## src/hdl/pdc_pkg.sv

```systemverilog
// constants, fields and types of the phase drive configuration bank
package pdc_pkg;
   // clock rate
   localparam int CLK_MHZ = 200;
   // register offsets
   localparam logic [7:0] OFF_MID_DRIVE = 8'h4e;
   localparam logic [7:0] OFF_LOW_PHASE_RAMP = 8'h4f;
   localparam logic [7:0] OFF_QUICK_RESP = 8'h50;
   localparam logic [7:0] OFF_HOLD_HEIGHT = 8'h54;
   localparam logic [7:0] OFF_BALANCE = 8'h55;
   localparam logic [7:0] OFF_SHED_DELAY = 8'h5d;
   // write lock code held in register 0x00
   localparam logic [7:0] LOCK_CODE = 8'ha6;
   // reset values, and the quick-response off code
   localparam logic [2:0] MID_DRIVE_RST = 3'h5;
   localparam logic [6:0] LOW_PHASE_RAMP_RST = 7'h03;
   localparam logic [7:0] QUICK_RESP_RST = 8'h8f;
   localparam logic [7:0] QUICK_RESP_OFF = 8'h80;
   localparam logic [3:0] HOLD_HEIGHT_RST = 4'h7;
   localparam logic [4:0] BALANCE_RST = 5'h01;
   localparam logic [2:0] SHED_DELAY_RST = 3'h0;
   // field positions
   localparam int MID_RESISTIVE_BIT = 1;
   localparam int MID_TIMED_BIT = 0;
   localparam int LOW_PHASE_LSB = 4;
   localparam int RAMP_LSB = 0;
   localparam int GAIN1_LSB = 3;
   localparam int BAL_DISABLE_BIT = 2;
   localparam int BAL_FILTER_BIT = 1;
   localparam int ANTI_OVERSHOOT_BIT = 0;
   // power-state input levels
   localparam logic [1:0] PWR_STATE_LOW = 2'h0;
   localparam logic [1:0] PWR_STATE_MID = 2'h1;
   // timing
   localparam int MID_DRIVE_NS = 200;
   localparam int MID_DRIVE_CYC = (MID_DRIVE_NS * CLK_MHZ + 999) / 1000;
   localparam int DEGLITCH_STEP_NS = 100;
   localparam int DEGLITCH_STEP_CYC = (DEGLITCH_STEP_NS * CLK_MHZ) / 1000;
   localparam int SHED_BASE_US = 5;
   localparam int SHED_BASE_CYC = SHED_BASE_US * CLK_MHZ;

   typedef struct packed {
      logic [2:0] midDrive;
      logic [6:0] phaseRamp;
      logic [7:0] quickResp;
      logic [3:0] holdHeight;
      logic [4:0] balance;
      logic [2:0] shedDelay;
   } pdc_cfg_t;

   typedef enum logic [1:0] {
      PDC_LOW_STATE,
      PDC_MID_WAIT,
      PDC_AUTO_SHED,
      PDC_HIGH_STATE
   } pdc_mode_t;
endpackage

```

## src/hdl/pdc_sync3.sv

```systemverilog
// three-stage synchroniser that accepts a value once stages two and three agree
`timescale 1ns/1ps
module pdc_sync3 #(
   parameter int WIDTH = 2
) (
   // clock and reset
   input wire logic mclk,
   input wire logic rst_b,
   // asynchronous in, settled out
   input wire logic [WIDTH-1:0] din,
   output logic [WIDTH-1:0] dout
);
   logic [WIDTH-1:0] stage1;
   logic [WIDTH-1:0] stage2;
   logic [WIDTH-1:0] stage3;

   always_ff @(posedge mclk or negedge rst_b) begin
      if (!rst_b) begin
         stage1 <= '0;
         stage2 <= '0;
         stage3 <= '0;
      end else begin
         stage1 <= din;
         stage2 <= stage1;
         stage3 <= stage2;
      end
   end

   always_ff @(posedge mclk or negedge rst_b) begin
      if (!rst_b) begin
         dout <= '0;
      end else if (stage2 == stage3) begin
         dout <= stage3;
      end
   end
endmodule

```

## src/hdl/pdc_span.sv

```systemverilog
// span counter: reports when a condition has held for a given cycle count
`timescale 1ns/1ps
module pdc_span #(
   parameter int WIDTH = 12
) (
   // clock and reset
   input wire logic mclk,
   input wire logic rst_b,
   // condition and length
   input wire logic run,
   input wire logic [WIDTH-1:0] limit,
   output logic reached
);
   logic [WIDTH-1:0] count;

   // saturates at the limit so a long hold never wraps
   always_ff @(posedge mclk or negedge rst_b) begin
      if (!rst_b) begin
         count <= '0;
      end else if (!run) begin
         count <= '0;
      end else if (count < limit) begin
         count <= count + 1'b1;
      end
   end

   assign reached = run && (count >= limit);
endmodule

```

## src/hdl/pdc_config_regs.sv

```systemverilog
// phase drive configuration register bank with its drive and timing logic
`timescale 1ns/1ps
module pdc_config_regs #(
   parameter int SHED_BASE_CYC = pdc_pkg::SHED_BASE_CYC
) (
   // clock and reset
   input wire logic mclk,
   input wire logic rst_b,
   // register access from the programming bus
   input wire logic regWrite,
   input wire logic regRead,
   input wire logic [7:0] regAddr,
   input wire logic [7:0] regWdata,
   output logic [7:0] regRdata,
   // state of neighbouring registers
   input wire logic [7:0] lockValue,
   input wire logic shedUnlock,
   input wire logic [2:0] shedDeglitchCode,
   input wire logic [1:0] gainSet2,
   // power-state pin, asynchronous
   input wire logic [1:0] power_state_input,
   // loop status, same clock
   input wire logic discontinuous_conduction_mode,
   input wire logic zeroCurrent,
   input wire logic shedRequest,
   // PWM middle drive
   output logic pwmTriDrive,
   output logic pwmFloat,
   // decoded settings
   output pdc_pkg::pdc_cfg_t cfg,
   output logic [3:0] lowStatePhases,
   output logic [10:0] rampMv,
   output logic quickRespOn,
   output logic [4:0] totalGain8,
   output logic balanceOn,
   output logic filterHalf,
   output logic antiOvershootOn,
   // power state and shedding
   output pdc_pkg::pdc_mode_t opMode,
   output logic shedGo
);
   logic [1:0] pwrStateLevel;
   logic unlocked;
   logic wrOk;
   logic shedWrOk;
   logic timedRun;
   logic timedDone;
   logic [7:0] midLimit;
   logic degRun;
   logic degDone;
   logic [11:0] degLimit;
   logic shedRun;
   logic [19:0] shedLimit;
   logic [2:0] shedShift;
   logic [2:0] gainQuarter;
   logic [2:0] gainHalf;
   logic [7:0] next_rdata;
   pdc_pkg::pdc_mode_t next_mode;

   pdc_sync3 #(
      .WIDTH(2)
   ) u_pwr_state_sync (
      .mclk(mclk),
      .rst_b(rst_b),
      .din(power_state_input),
      .dout(pwrStateLevel)
   );

   // write gating
   assign unlocked = (lockValue != pdc_pkg::LOCK_CODE);
   assign wrOk = regWrite && unlocked;
   assign shedWrOk = wrOk && ((opMode == pdc_pkg::PDC_HIGH_STATE)
                              || shedUnlock);

   // register storage; narrow slices drop the unimplemented bits
   always_ff @(posedge mclk or negedge rst_b) begin
      if (!rst_b) begin
         cfg.midDrive <= pdc_pkg::MID_DRIVE_RST;
         cfg.phaseRamp <= pdc_pkg::LOW_PHASE_RAMP_RST;
         cfg.quickResp <= pdc_pkg::QUICK_RESP_RST;
         cfg.holdHeight <= pdc_pkg::HOLD_HEIGHT_RST;
         cfg.balance <= pdc_pkg::BALANCE_RST;
         cfg.shedDelay <= pdc_pkg::SHED_DELAY_RST;
      end else if (wrOk) begin
         case (regAddr)
            pdc_pkg::OFF_MID_DRIVE: begin
               cfg.midDrive <= regWdata[2:0];
            end
            pdc_pkg::OFF_LOW_PHASE_RAMP: begin
               cfg.phaseRamp <= regWdata[6:0];
            end
            pdc_pkg::OFF_QUICK_RESP: begin
               cfg.quickResp <= regWdata;
            end
            pdc_pkg::OFF_HOLD_HEIGHT: begin
               cfg.holdHeight <= regWdata[3:0];
            end
            pdc_pkg::OFF_BALANCE: begin
               cfg.balance <= regWdata[4:0];
            end
            pdc_pkg::OFF_SHED_DELAY: begin
               if (shedWrOk) begin
                  cfg.shedDelay <= regWdata[2:0];
               end
            end
            default: begin
            end
         endcase
      end
   end

   // read back; unmapped offsets answer zero
   always_comb begin
      next_rdata = 8'h00;
      case (regAddr)
         pdc_pkg::OFF_MID_DRIVE: begin
            next_rdata = {5'h00, cfg.midDrive};
         end
         pdc_pkg::OFF_LOW_PHASE_RAMP: begin
            next_rdata = {1'b0, cfg.phaseRamp};
         end
         pdc_pkg::OFF_QUICK_RESP: begin
            next_rdata = cfg.quickResp;
         end
         pdc_pkg::OFF_HOLD_HEIGHT: begin
            next_rdata = {4'h0, cfg.holdHeight};
         end
         pdc_pkg::OFF_BALANCE: begin
            next_rdata = {3'h0, cfg.balance};
         end
         pdc_pkg::OFF_SHED_DELAY: begin
            next_rdata = {5'h00, cfg.shedDelay};
         end
         default: begin
            next_rdata = 8'h00;
         end
      endcase
   end

   always_ff @(posedge mclk or negedge rst_b) begin
      if (!rst_b) begin
         regRdata <= 8'h00;
      end else if (regRead) begin
         regRdata <= next_rdata;
      end
   end

   // middle drive; resistive hold overrides the timed window
   assign midLimit = 8'(pdc_pkg::MID_DRIVE_CYC);
   assign timedRun = cfg.midDrive[pdc_pkg::MID_TIMED_BIT]
                     && discontinuous_conduction_mode
                     && zeroCurrent;

   pdc_span #(
      .WIDTH(8)
   ) u_mid_span (
      .mclk(mclk),
      .rst_b(rst_b),
      .run(timedRun),
      .limit(midLimit),
      .reached(timedDone)
   );

   always_ff @(posedge mclk or negedge rst_b) begin
      if (!rst_b) begin
         pwmTriDrive <= 1'b0;
         pwmFloat <= 1'b0;
      end else begin
         pwmTriDrive <= cfg.midDrive[pdc_pkg::MID_RESISTIVE_BIT]
                        || (timedRun && !timedDone);
         pwmFloat <= !cfg.midDrive[pdc_pkg::MID_RESISTIVE_BIT]
                     && timedRun && timedDone;
      end
   end

   // gain decode, result in eighths
   always_comb begin
      gainQuarter = 3'h4 - {1'b0, cfg.balance[pdc_pkg::GAIN1_LSB +: 2]};
      case (gainSet2)
         2'h1: gainHalf = 3'h4;
         2'h2: gainHalf = 3'h1;
         default: gainHalf = 3'h2;
      endcase
   end

   // ramp amplitude lookup
   function automatic logic [10:0] ramp_mv(input logic [3:0] code);
      logic [10:0] mv;
      mv = 11'h000;
      if (!code[3]) begin
         mv = 11'(150 + 50 * int'(code[2:0]));
      end else begin
         case (code[2:0])
            3'h5: mv = 11'(1000);
            3'h6: mv = 11'(1100);
            3'h7: mv = 11'(1300);
            default: mv = 11'(600 + 100 * int'(code[2:0]));
         endcase
      end
      return mv;
   endfunction

   // decoded settings registered for clean outputs
   always_ff @(posedge mclk or negedge rst_b) begin
      if (!rst_b) begin
         lowStatePhases <= 4'h1;
         rampMv <= 11'h12c;
         quickRespOn <= 1'b1;
         totalGain8 <= 5'h08;
         balanceOn <= 1'b1;
         filterHalf <= 1'b0;
         antiOvershootOn <= 1'b1;
      end else begin
         lowStatePhases <= {1'b0,
            cfg.phaseRamp[pdc_pkg::LOW_PHASE_LSB +: 3]} + 4'h1;
         rampMv <= ramp_mv(cfg.phaseRamp[pdc_pkg::RAMP_LSB +: 4]);
         quickRespOn <= (cfg.quickResp != pdc_pkg::QUICK_RESP_OFF);
         totalGain8 <= {2'b00, gainQuarter} * {2'b00, gainHalf};
         balanceOn <= !cfg.balance[pdc_pkg::BAL_DISABLE_BIT];
         filterHalf <= cfg.balance[pdc_pkg::BAL_FILTER_BIT];
         antiOvershootOn <=
            cfg.balance[pdc_pkg::ANTI_OVERSHOOT_BIT];
      end
   end

   // power-state deglitch: 0, then 0.1us doubling per code
   assign degLimit = (shedDeglitchCode == 3'h0) ? 12'h000 :
      (12'(pdc_pkg::DEGLITCH_STEP_CYC) << (shedDeglitchCode - 3'h1));
   assign degRun = (opMode == pdc_pkg::PDC_MID_WAIT);

   pdc_span #(
      .WIDTH(12)
   ) u_deglitch (
      .mclk(mclk),
      .rst_b(rst_b),
      .run(degRun),
      .limit(degLimit),
      .reached(degDone)
   );

   always_comb begin
      next_mode = opMode;
      case (opMode)
         pdc_pkg::PDC_LOW_STATE,
         pdc_pkg::PDC_HIGH_STATE: begin
            if (pwrStateLevel == pdc_pkg::PWR_STATE_MID) begin
               next_mode = pdc_pkg::PDC_MID_WAIT;
            end else if (pwrStateLevel == pdc_pkg::PWR_STATE_LOW) begin
               next_mode = pdc_pkg::PDC_LOW_STATE;
            end else begin
               next_mode = pdc_pkg::PDC_HIGH_STATE;
            end
         end
         pdc_pkg::PDC_MID_WAIT,
         pdc_pkg::PDC_AUTO_SHED: begin
            if (pwrStateLevel == pdc_pkg::PWR_STATE_LOW) begin
               next_mode = pdc_pkg::PDC_LOW_STATE;
            end else if (pwrStateLevel != pdc_pkg::PWR_STATE_MID) begin
               next_mode = pdc_pkg::PDC_HIGH_STATE;
            end else if (degDone) begin
               next_mode = pdc_pkg::PDC_AUTO_SHED;
            end
         end
         default: begin
            next_mode = pdc_pkg::PDC_LOW_STATE;
         end
      endcase
   end

   always_ff @(posedge mclk or negedge rst_b) begin
      if (!rst_b) begin
         opMode <= pdc_pkg::PDC_LOW_STATE;
      end else begin
         opMode <= next_mode;
      end
   end

   // shedding delay: all eight codes are 5us times a power of two
   assign shedShift = cfg.shedDelay[2] ? {1'b0, cfg.shedDelay[1:0]}
                      : {1'b0, cfg.shedDelay[1:0]} + 3'h4;
   assign shedLimit = 20'(SHED_BASE_CYC) << shedShift;
   assign shedRun = (opMode == pdc_pkg::PDC_AUTO_SHED) && shedRequest;

   pdc_span #(
      .WIDTH(20)
   ) u_shed_span (
      .mclk(mclk),
      .rst_b(rst_b),
      .run(shedRun),
      .limit(shedLimit),
      .reached(shedGo)
   );
endmodule

```

## config.mk

```make
export PLATFORM = sky130hd
export DESIGN_NAME = pdc_config_regs
export DESIGN_NICKNAME = d
export VERILOG_FILES = /design/src/hdl/pdc_pkg.sv /design/src/hdl/pdc_sync3.sv /design/src/hdl/pdc_span.sv /design/src/hdl/pdc_config_regs.sv
export SDC_FILE = /design/constraint.sdc
export NUM_CORES = 1
export LEC_CHECK = 0
export ABC_CLOCK_PERIOD_IN_PS = 3300
export BUFFER_PORTS_ARGS = -buffer_cell sky130_fd_sc_hd__buf_2
export CAP_MARGIN = 10
export CORE_AREA = 2 2 108 110
export DETAILED_ROUTE_END_ITERATION = 12
export DIE_AREA = 0 0 110 112
export MAX_ROUTING_LAYER = met4
export PLACE_DENSITY = 0.79
export SYNTH_ARGS = -nofsm -noshare
export SYNTH_HDL_FRONTEND = slang
export SYNTH_SLANG_ARGS = --single-unit
```

## constraint.sdc

```tcl
create_clock -name mclk -period 3.3 [get_ports mclk]
set_input_delay 0.165 -clock mclk [delete_from_list [all_inputs] [get_ports mclk]]
set_output_delay 0.165 -clock mclk [all_outputs]
set_load 0.01 [all_outputs]
```

==> impl_metrics.yaml, run 1 <==
finish:
  drive_above_1_share_pct: 26.4
  fillCellCount: 849
  multi_input_area_sq_um: 3140
  nets: 814
  antenna_cells: 0
  regArea_sq_um: 2860
  area_growth_pct: 20.8
setup_path:
  r2r_end: "u_shed_span.count[13]"
  crit_path_max_incr_delay_ns: 0.49
  critPathLaunchType: "register"
  path_max_fanout: 12
  critical_path_class: "register to output pin"
  rr_startpoint: "cfg[2]"
  critPathSlowestCell: "dfrtp_1"
  arrival_ns: 2.84
  ff2ff_path_depth: 9
  worst-path-buf-inv: 2
  cp_cell_sequence: "nor2b_1 -> nand2_1 -> ha_1 -> or4_4 -> a211o_1 -> a311oi_2 -> buf_4 -> nor3_1 -> buf_2"
  rrSetupSlack_ns: 0.42
  endpoint_kind: "output pin"
  path_delay_family: "simple AND/OR/NAND/NOR gates"
  crit_required_ns: 3.13
synth:
  synthCells: 608
  synth_compound_area_share_pct: 11.8
  syn_area_per_cell_sq_um: 10.2
  ys_seq_area_share_pct: 46.1
  syn_nets: 699
  synth_top_family_by_area: "simple AND/OR/NAND/NOR gates"
  syn_area_sq_um: 6200
  synth.mux.area_fraction_pct: 6.52
  synth-seq-cells: 113
  ys_types: 58
  synthAdderAreaFrac_pct: 10.7
  synth_edf_count: 0
  synth_flop_cell: "dfrtp_1"
  yosysWarnings: 0
  ys_async_sr_fraction_pct: 100
  synthSimpleGateAreaFrac_pct: 16.7
  synth-xor-area-share_pct: 4.81
pwr:
  leakage_nw: 3.66
  power.density_nw_per_um2: 509
  total_power_mw: 3.81
  vdd_drop_max_uv: 416
timing:
  worst_pin_slew_ns: 1.11
  slew_headroom_pct: 26.1
  hold_violations: 48
  setup_viol: 0
  rsz0062_at_grt: "no"
  fin_crit_sh_pct: 91.0
  layout_setup_ws_ns: 0.298
  holdWs_ns: -0.0392
  fin_worst_skew_ns: 0.0141
  fin_setup_tns_ns: 0
  finalCriticalPeriod_ns: 3.00
  slew_violations: 0
  timing.fmax_mhz: 333
global_route:
  grt_usage_pct: 26.2
  grt_max_degree: 90
  antenna_found_initial: 0
  grt_pass1_wl_um: 24200
  grt_pass1_vias: 5088
  gr-total-overflow: 0
route:
  drtAntennaViolNets: 0
  drc: 0
  routedWlPerCell_um: 16.6
  first_iter_violations: 250
  vias: 5019
  first_pass_iters: 5
  vias_per_cell: 5.71
  wirelength_um: 14600
placement:
  place_congestion: 0.927
  io_buffers: 104
  place_ws_ns: 0.438
  hpwl_um: 10700
die:
  fp.coreArea_sq_um: 11200
  die_area_sq_um: 12300
  die_h_um: 112
  chipWidth_um: 110
  initial_utilization_pct: 55.5
  boundaryPins: 106
  rows: 39
outcome:
  status: "complete, but fails checks"
  violations: "hold timing"
clock_tree:
  cts_sinks: 113
  root_buffer: "clkbuf_16"
  post_cts.repair.setup_buffers: 0
  hold_buffers: 6
  clockBufferDepth: 2
  htree_levels: 4
  clk_pin_slew_worst_paths_ns: 0.05
  cts_tree: "yes"
  post_cts_resized: 0
  cts_buffers: 17
  clk_latency_ns: 0.42
hold_path:
  hp-class: "primary input to async pin"
flow_run:
  max-cap-violations: 0
through the flow:
step | cell area (sq um) | cells | util, %
after global placement | 6860 | 841 | 61.3
after detailed placement | 6860 | 841 | 61.3
after floorplan | 6200 | 608 | -
after CTS | 7480 | 879 | 67.0
after global routing | 7480 | 879 | 67.0
final | 7480 | 879 | 67.0
cells in the mapped netlist (all sizes together) (16+ instances only):
cell type  number  area, sq um
nand2          49          184
xor2           21          184
a21oi          32          160
o21ai          30          150
ha             50          626
dfrtp          91         2280
dfstp          22          578
nand3          16         80.1
and2           18          113
mux2           27          304
nor2           53          206
inv            30          113
nor3           16         80.1
cell families after synthesis:
| group | count (synthesis) |
|---|---|
| compound gates | 113 |
| xor+xnor | 34 |
| fa+ha+maj | 52 |
| buf+inv | 50 |
| flops | 113 |
| mux | 37 |
| other cells | 2 |
| simple gates | 207 |
sequential cells by signal, summed over array words and instances, names as in the netlist, 4 cells and up:
signal,cells
u_shed_span.count,20
rampMv,10
u_mid_span.count,8
lowStatePhases,4
cfg,30
totalGain8,5
regRdata,8
u_deglitch.count,12
area by class of cell:
cell class	count	share of cell area, %
clock buffers	21	6.02
clock inverters	11	1.57
inverters	30	1.50
multi-input cells	445	42.0
flip-flops and latches	113	38.2
well taps	143	2.39
repair buffers	116	8.39
worst max path at each step:
stage | startpoint | end | slack [ns] | depth (start not counted)
global placement | cfg[2] | u_shed_span.count[7] | 0.55 | 10
CTS | cfg[2] | shedGo | 0.29 | 9
finish | cfg[2] | shedGo | 0.30 | 9
detailed placement | cfg[2] | u_shed_span.count[3] | 0.44 | 10
floorplan | cfg[0] | u_shed_span.count[7] | 0.48 | 11
global route | cfg[2] | shedGo | 0.14 | 9
report_power, final:
part | switching, mW | internal [mW]
logic | 0.295 | 0.208
registers | 0.0729 | 1.49
clock network | 0.626 | 1.12
total | 0.993 | 2.82
layout by cell type, fill, tap and decap left out, types with 7 or more instances in the layout:
cell type / count
a21oi_1: 32
and2_1: 18
and3_1: 12
buf_2: 103
buf_4: 7
clkbuf_16: 17
dfrtp_1: 91
dfstp_2: 22
ha_1: 50
inv_1: 30
mux2_2: 27
mux2i_1: 10
nand2_1: 49
nand2b_1: 13
nand3_1: 16
nor2_1: 52
nor3_1: 16
o21ai_0: 30
or3_1: 7
xnor2_1: 13
xor2_1: 21
routing by layer:
metal | part of all wire, % | GRT usage [%] | wire length (um)
met3 | 4.0 | 5.62 | 578
met1 | 44 | 32.6 | 6390
met5 | 0 | - | 0
met4 | 2.8 | 9.96 | 407
met2 | 50 | 41.8 | 7250
Note: power is estimated with default switching activity, not from simulation.
==> inputs of run 2 (changes only) <==
==> constraint.sdc (replaced) <==
create_clock -name mclk -period 3.3 [get_ports mclk]
set_input_delay 0.33 -clock mclk [delete_from_list [all_inputs] [get_ports mclk]]
set_output_delay 0.33 -clock mclk [all_outputs]
set_load 0.01 [all_outputs]
==> run 2 against run 1 <==
  * The flow now finishes without violations
  * Core utilization is 0.43 points lower
  * First-iteration DRC count is 6.8% lower
  * Routed wire length is 0.38% lower
  * Critical endpoint unchanged
  * Largest power group unchanged
==> impl_metrics.yaml, run 2 (synthesized netlist as in run 1, its figures left out) <==
setup_path:
  critPathLaunchType: "register"
  crit_required_ns: 2.97
  arrival_ns: 2.76
  critical_path_class: "register to output pin"
  endpoint_kind: "output pin"
  path_max_fanout: 12
route:
  routedWlPerCell_um: 16.7
  first_pass_iters: 5
  vias_per_cell: 5.65
  vias: 4933
  first_iter_violations: 233
  drtAntennaViolNets: 0
  wirelength_um: 14600
  drc: 0
pwr:
  leakage_nw: 3.63
  power.density_nw_per_um2: 504
  vdd_drop_max_uv: 331
placement:
  place_ws_ns: 0.305
  hpwl_um: 10800
  place_congestion: 0.891
  io_buffers: 104
clock_tree:
  post_cts.repair.setup_buffers: 0
  clk_latency_ns: 0.41
  root_buffer: "clkbuf_16"
  clockBufferDepth: 2
  cts_tree: "yes"
  cts_buffers: 17
  clk_pin_slew_worst_paths_ns: 0.05
  htree_levels: 4
  cts_sinks: 113
timing:
  fin_crit_sh_pct: 93.7
  worst_pin_slew_ns: 0.736
  timing.fmax_mhz: 324
  hold_violations: 0
  fin_setup_tns_ns: 0
  slew_headroom_pct: 50.9
  setup_viol: 0
  layout_setup_ws_ns: 0.209
  fin_worst_skew_ns: 0.00724
  rsz0062_at_grt: "no"
  finalCriticalPeriod_ns: 3.09
  slew_violations: 0
finish:
  drive_above_1_share_pct: 27.1
  area_growth_pct: 20.0
  layout_commonest_cell: "buf_2"
  final_cell_mix: "buf_2, dfrtp_1, nor2_1"
  reg_top3: "cfg: 30 flops, u_shed_span.count: 20 flops, u_deglitch.count: 12 flops"
  nets: 808
  antenna_cells: 0
  largest_register: "cfg"
  largest_reg_flops: 30
global_route:
  grt_max_degree: 58
  antenna_found_initial: 0
  grt_usage_pct: 26.5
  gr-total-overflow: 0
  grt_pass1_wl_um: 24400
  grt_pass1_vias: 5238
die:
  die_area_sq_um: 12300
  initial_utilization_pct: 55.5
  die_h_um: 112
  fp.coreArea_sq_um: 11200
  boundaryPins: 106
  rows: 39
  chipWidth_um: 110
flow_run:
  max-cap-violations: 0
hold_path:
  hp-class: "primary input to register"
outcome:
  status: "completed"
[run 2: cell types whose count changed in the layout (fill, tap and decap cells not counted), sizes merged]
cell / previous run / this run
clkinvlp: 2 / 3
bufinv: 2 / 1
clkbuf: 21 / 20
inv: 30 / 31
buf: 110 / 109
dlygate4sd3: 6 / 1
[run 2: metal layers]
| metal | vias up | part of all wire, % | global-route usage [%] |
|---|---|---|---|
| met2 | 147 | 50 | 42.4 |
| met4 | 0 | 2.9 | 12.3 |
| met5 | - | 0 | - |
| met3 | 35 | 4.7 | 5.80 |
| met1 | 2398 | 42 | 31.6 |
| li1 | 2353 | - | - |
[run 2: worst paths after layout]
| path | from | to | slack [ns] | cells after the start |
|---|---|---|---|---|
| max | cfg[2] | shedGo | 0.21 | 9 |
| max reg2reg | cfg[2] | u_shed_span.count[13] | 0.50 | 9 |
| max in group asynchronous | rst_b | cfg[10] | 1.95 | 3 |
| min reg2reg | u_pwr_state_sync.stage1[0] | u_pwr_state_sync.stage2[0] | 0.36 | 0 |
| min in group asynchronous | rst_b | u_shed_span.count[3] | 0.53 | 2 |
| min | power_state_input[0] | u_pwr_state_sync.stage1[0] | 0.02 | 1 |
[run 2: worst max-delay path, stage by stage (launching register included)]
cell      delay [ns]
dfrtp_2         0.49
nor2b_2         0.18
nand2_1         0.09
ha_1            0.18
or4_4           0.43
a211o_1         0.30
a311oi_2        0.23
buf_4           0.23
nor3_1          0.06
buf_2           0.16
[run 2: final cells by class]
| class | count | area [sq um] |
|---|---|---|
| inverters | 30 | 113 |
| clock buffers | 20 | 447 |
| multi-input cells | 445 | 3150 |
| fillers | 899 | 3740 |
| repair buffers | 110 | 583 |
| flip-flops and latches | 113 | 2860 |
| well taps | 143 | 179 |
| clock inverters | 12 | 111 |
[run 2: power by group]
part	leakage (nW)	internal [mW]	switching, mW	total (mW)
registers	1.43	1.49	0.0750	1.56
logic	1.93	0.204	0.291	0.495
clock network	0.266	1.05	0.643	1.70
total	3.63	2.74	1.01	3.75
[run 2: repair_timing]
action / in CTS / in global routing
hold endpoints to repair: 11 / 0
gates resized for setup: 0 / 4
hold buffers: 1 / 0
endpoints found under the setup margin: 0 / 1
[run 2: metrics by stage]
| stage | std cells | hold slack [ns] | utilization (%) | area (sq um) | total power, mW |
|---|---|---|---|---|---|
| floorplan | 608 | 0.0344 | - | 6200 | 1.87 |
| global placement | 840 | 0.343 | 61.4 | 6860 | 2.05 |
| detailed placement | 840 | 0.359 | 61.4 | 6860 | 2.08 |
| CTS | 873 | 0.0101 | 66.5 | 7430 | 3.78 |
| global route | 873 | 0.0126 | 66.5 | 7440 | 3.93 |
| finish | 873 | 0.0238 | 66.5 | 7440 | 3.75 |
==> inputs of run 3 (changes only) <==
--- a/config.mk
+++ b/config.mk
@@ -5,14 +5,14 @@
 export SDC_FILE = /design/constraint.sdc
 export NUM_CORES = 1
 export LEC_CHECK = 0
-export ABC_CLOCK_PERIOD_IN_PS = 3300
+export ABC_CLOCK_PERIOD_IN_PS = 2800
 export BUFFER_PORTS_ARGS = -buffer_cell sky130_fd_sc_hd__buf_2
 export CAP_MARGIN = 10
-export CORE_AREA = 2 2 108 110
+export CORE_AREA = 2 2 114 116
 export DETAILED_ROUTE_END_ITERATION = 12
-export DIE_AREA = 0 0 110 112
+export DIE_AREA = 0 0 116 118
 export MAX_ROUTING_LAYER = met4
-export PLACE_DENSITY = 0.79
+export PLACE_DENSITY = 0.75
 export SYNTH_ARGS = -nofsm -noshare
 export SYNTH_HDL_FRONTEND = slang
 export SYNTH_SLANG_ARGS = --single-unit
==> constraint.sdc (replaced) <==
create_clock -name mclk -period 2.8 [get_ports mclk]
set_input_delay 0.28 -clock mclk [delete_from_list [all_inputs] [get_ports mclk]]
set_output_delay 0.28 -clock mclk [all_outputs]
set_load 0.01 [all_outputs]
==> run 3 against run 2 <==
  * Worst hold slack improved by 0.083 ns
  * Via count increased by 0.91%
  * Clock skew increased by 0.0028 ns
  * Largest cell class unchanged
  * Routed wire length increased by 0.49%
  * Combinational power increased by 23%
==> impl_metrics.yaml, run 3 (synthesized netlist as in run 1, its figures left out) <==
clock_tree:
  htree_levels: 4
  clockBufferDepth: 2
  cts_tree: "yes"
  clk_latency_ns: 0.41
  root_buffer: "clkbuf_16"
  clk_pin_slew_worst_paths_ns: 0.06
  cts_sinks: 113
  cts_buffers: 17
route:
  drc: 0
  vias: 4978
  drtAntennaViolNets: 0
  vias_per_cell: 5.39
  routedWlPerCell_um: 15.9
  first_pass_iters: 6
  first_iter_violations: 351
  wirelength_um: 14600
setup_path:
  endpoint_kind: "output pin"
  rrSetupSlack_ns: 0.14
  cp_cell_sequence: "nor2b_2 -> nand2_1 -> ha_2 -> or4_4 -> a211o_1 -> a311oi_2 -> buf_4 -> nor3_2 -> buf_2"
  r2r_end: "u_shed_span.count[6]"
  crit_start: "cfg[2]"
  rr_startpoint: "cfg[2]"
  arrival_ns: 2.49
  critPathSlowestCell: "dfrtp_2"
  ff2ff_path_depth: 11
  crit_required_ns: 2.52
  crit_end: "shedGo"
  critPathLaunchType: "register"
  path_max_fanout: 5
  crit_path_max_incr_delay_ns: 0.44
  critical_path_class: "register to output pin"
pwr:
  p_seq_share_pct: 39.0
  power_switching_share_pct: 25.7
  power.switching_mw: 1.20
  pwr-share-comb_pct: 13.0
  vdd_drop_max_uv: 338
  clkPwrFrac_pct: 47.9
  internal-power_mw: 3.48
  leakage_nw: 3.77
  power.density_nw_per_um2: 606
placement:
  hpwl_um: 10700
  placed_cells: 879
  place_ws_ns: -0.0126
  place_congestion: 0.891
  io_buffers: 104
finish:
  stdcell_count: 923
  largest_reg_flops: 30
  layout_commonest_cell: "buf_2"
  multi_input_area_sq_um: 3170
  fillCellCount: 1035
  final_cell_mix: "buf_2, dfrtp_1, nor2_1"
  drive_above_1_share_pct: 30.1
  antenna_cells: 0
  largest_register: "cfg"
  nets: 829
  area_growth_pct: 24.8
  regArea_sq_um: 2860
  reg_top3: "cfg: 30 flops, u_shed_span.count: 20 flops, u_deglitch.count: 12 flops"
global_route:
  grt_max_degree: 52
  gr-total-overflow: 0
  grt_pass1_wl_um: 24200
  grt_pass1_vias: 5090
  grt_usage_pct: 23.0
  antenna_found_initial: 0
timing:
  setup_viol: 0
  worst_pin_slew_ns: 0.699
  finalCriticalPeriod_ns: 2.77
  fin_crit_sh_pct: 98.9
  rsz0062_at_grt: "yes"
  slew_violations: 0
  slew_headroom_pct: 53.4
  layout_setup_ws_ns: 0.0302
  holdWs_ns: 0.107
  fin_worst_skew_ns: 0.0100
  fin_setup_tns_ns: 0
  timing.fmax_mhz: 361
  hold_violations: 0
die:
  die_area_sq_um: 13700
  rows: 41
  chipWidth_um: 116
  fp.coreArea_sq_um: 12400
  die_h_um: 118
  boundaryPins: 106
  initial_utilization_pct: 49.9
flow_run:
  max-cap-violations: 0
outcome:
  status: "completed"
hold_path:
  hp-class: "primary input to register"
## run 3: cell types whose count changed in the layout (fill, tap and decap cells not counted), sizes merged
cell         change
buf             +19
dlygate4sd3      +2
bufinv           +2
clkbuf           +1
clkinv           -2
clkinvlp         -1
## run 3: metrics by stage
stage | instance area [sq um] | power, mW | utilization (%)
finish | 7730 | 4.68 | 62.3
global route | 7730 | 4.89 | 62.3
global placement | 6970 | 2.43 | 56.2
detailed placement | 6970 | 2.46 | 56.2
CTS | 7680 | 4.71 | 61.8
floorplan | 6200 | 2.20 | -
## run 3: worst max-delay path: cells and delay by family, from the launching register on
family / cells / cell delay, ns
adder cells (fa/ha/maj): 1 / 0.18
flip-flops: 1 / 0.44
AND/OR/NAND/NOR: 4 / 0.70
AO/OA/AOI/OAI: 2 / 0.47
buffers and inverters: 2 / 0.31
## run 3: how the worst min path moves through the flow
stage / slack, ns / endpoint / cells past startpoint / startpoint
4_1_cts: 0.1 / cfg[19] / 2 / regWdata[7]
6_report: 0.11 / cfg[19] / 2 / regWdata[7]
2_1_floorplan: -0.02 / cfg[0] / 0 / rst_b
5_1_grt: 0.09 / cfg[19] / 2 / regWdata[7]
3_5_place_dp: 0.34 / u_pwr_state_sync.stage2[0] / 0 / u_pwr_state_sync.stage1[0]
3_3_place_gp: 0.35 / u_shed_span.count[9] / 1 / rst_b
## run 3: power by group through the flow
stage / clock [mW] / sequential (mW) / combinational [mW]
6_report: 2.24 / 1.83 / 0.611
3_3_place_gp: 0 / 1.85 / 0.582
2_1_floorplan: 0 / 1.88 / 0.325
3_5_place_dp: 0 / 1.86 / 0.602
4_1_cts: 2.27 / 1.83 / 0.612
5_1_grt: 2.36 / 1.84 / 0.687
## run 3: cell type report
| class | instances | area share (%) |
|---|---|---|
| well taps | 172 | 2.78 |
| inverters | 30 | 1.46 |
| clock inverters | 11 | 1.99 |
| flip-flops and latches | 113 | 36.9 |
| clock buffers | 21 | 6.09 |
| multi-input cells | 445 | 41.0 |
| repair buffers | 131 | 9.69 |
## run 3: what timing repair did
item,in CTS,in global routing
endpoints found under the hold margin,46,0
pin swaps,4,6
endpoints found under the setup margin,1,12
buffers inserted,5,4
gates resized for setup,5,11
hold buffers,3,0
## run 3: routing by layer
layer,GRT usage [%],part of all wire (%),up-vias
li1,-,-,2403
met4,7.59,1.1,0
met2,36.2,50,133
met1,29.8,45,2431
met5,-,0,-
met3,4.84,4.0,11
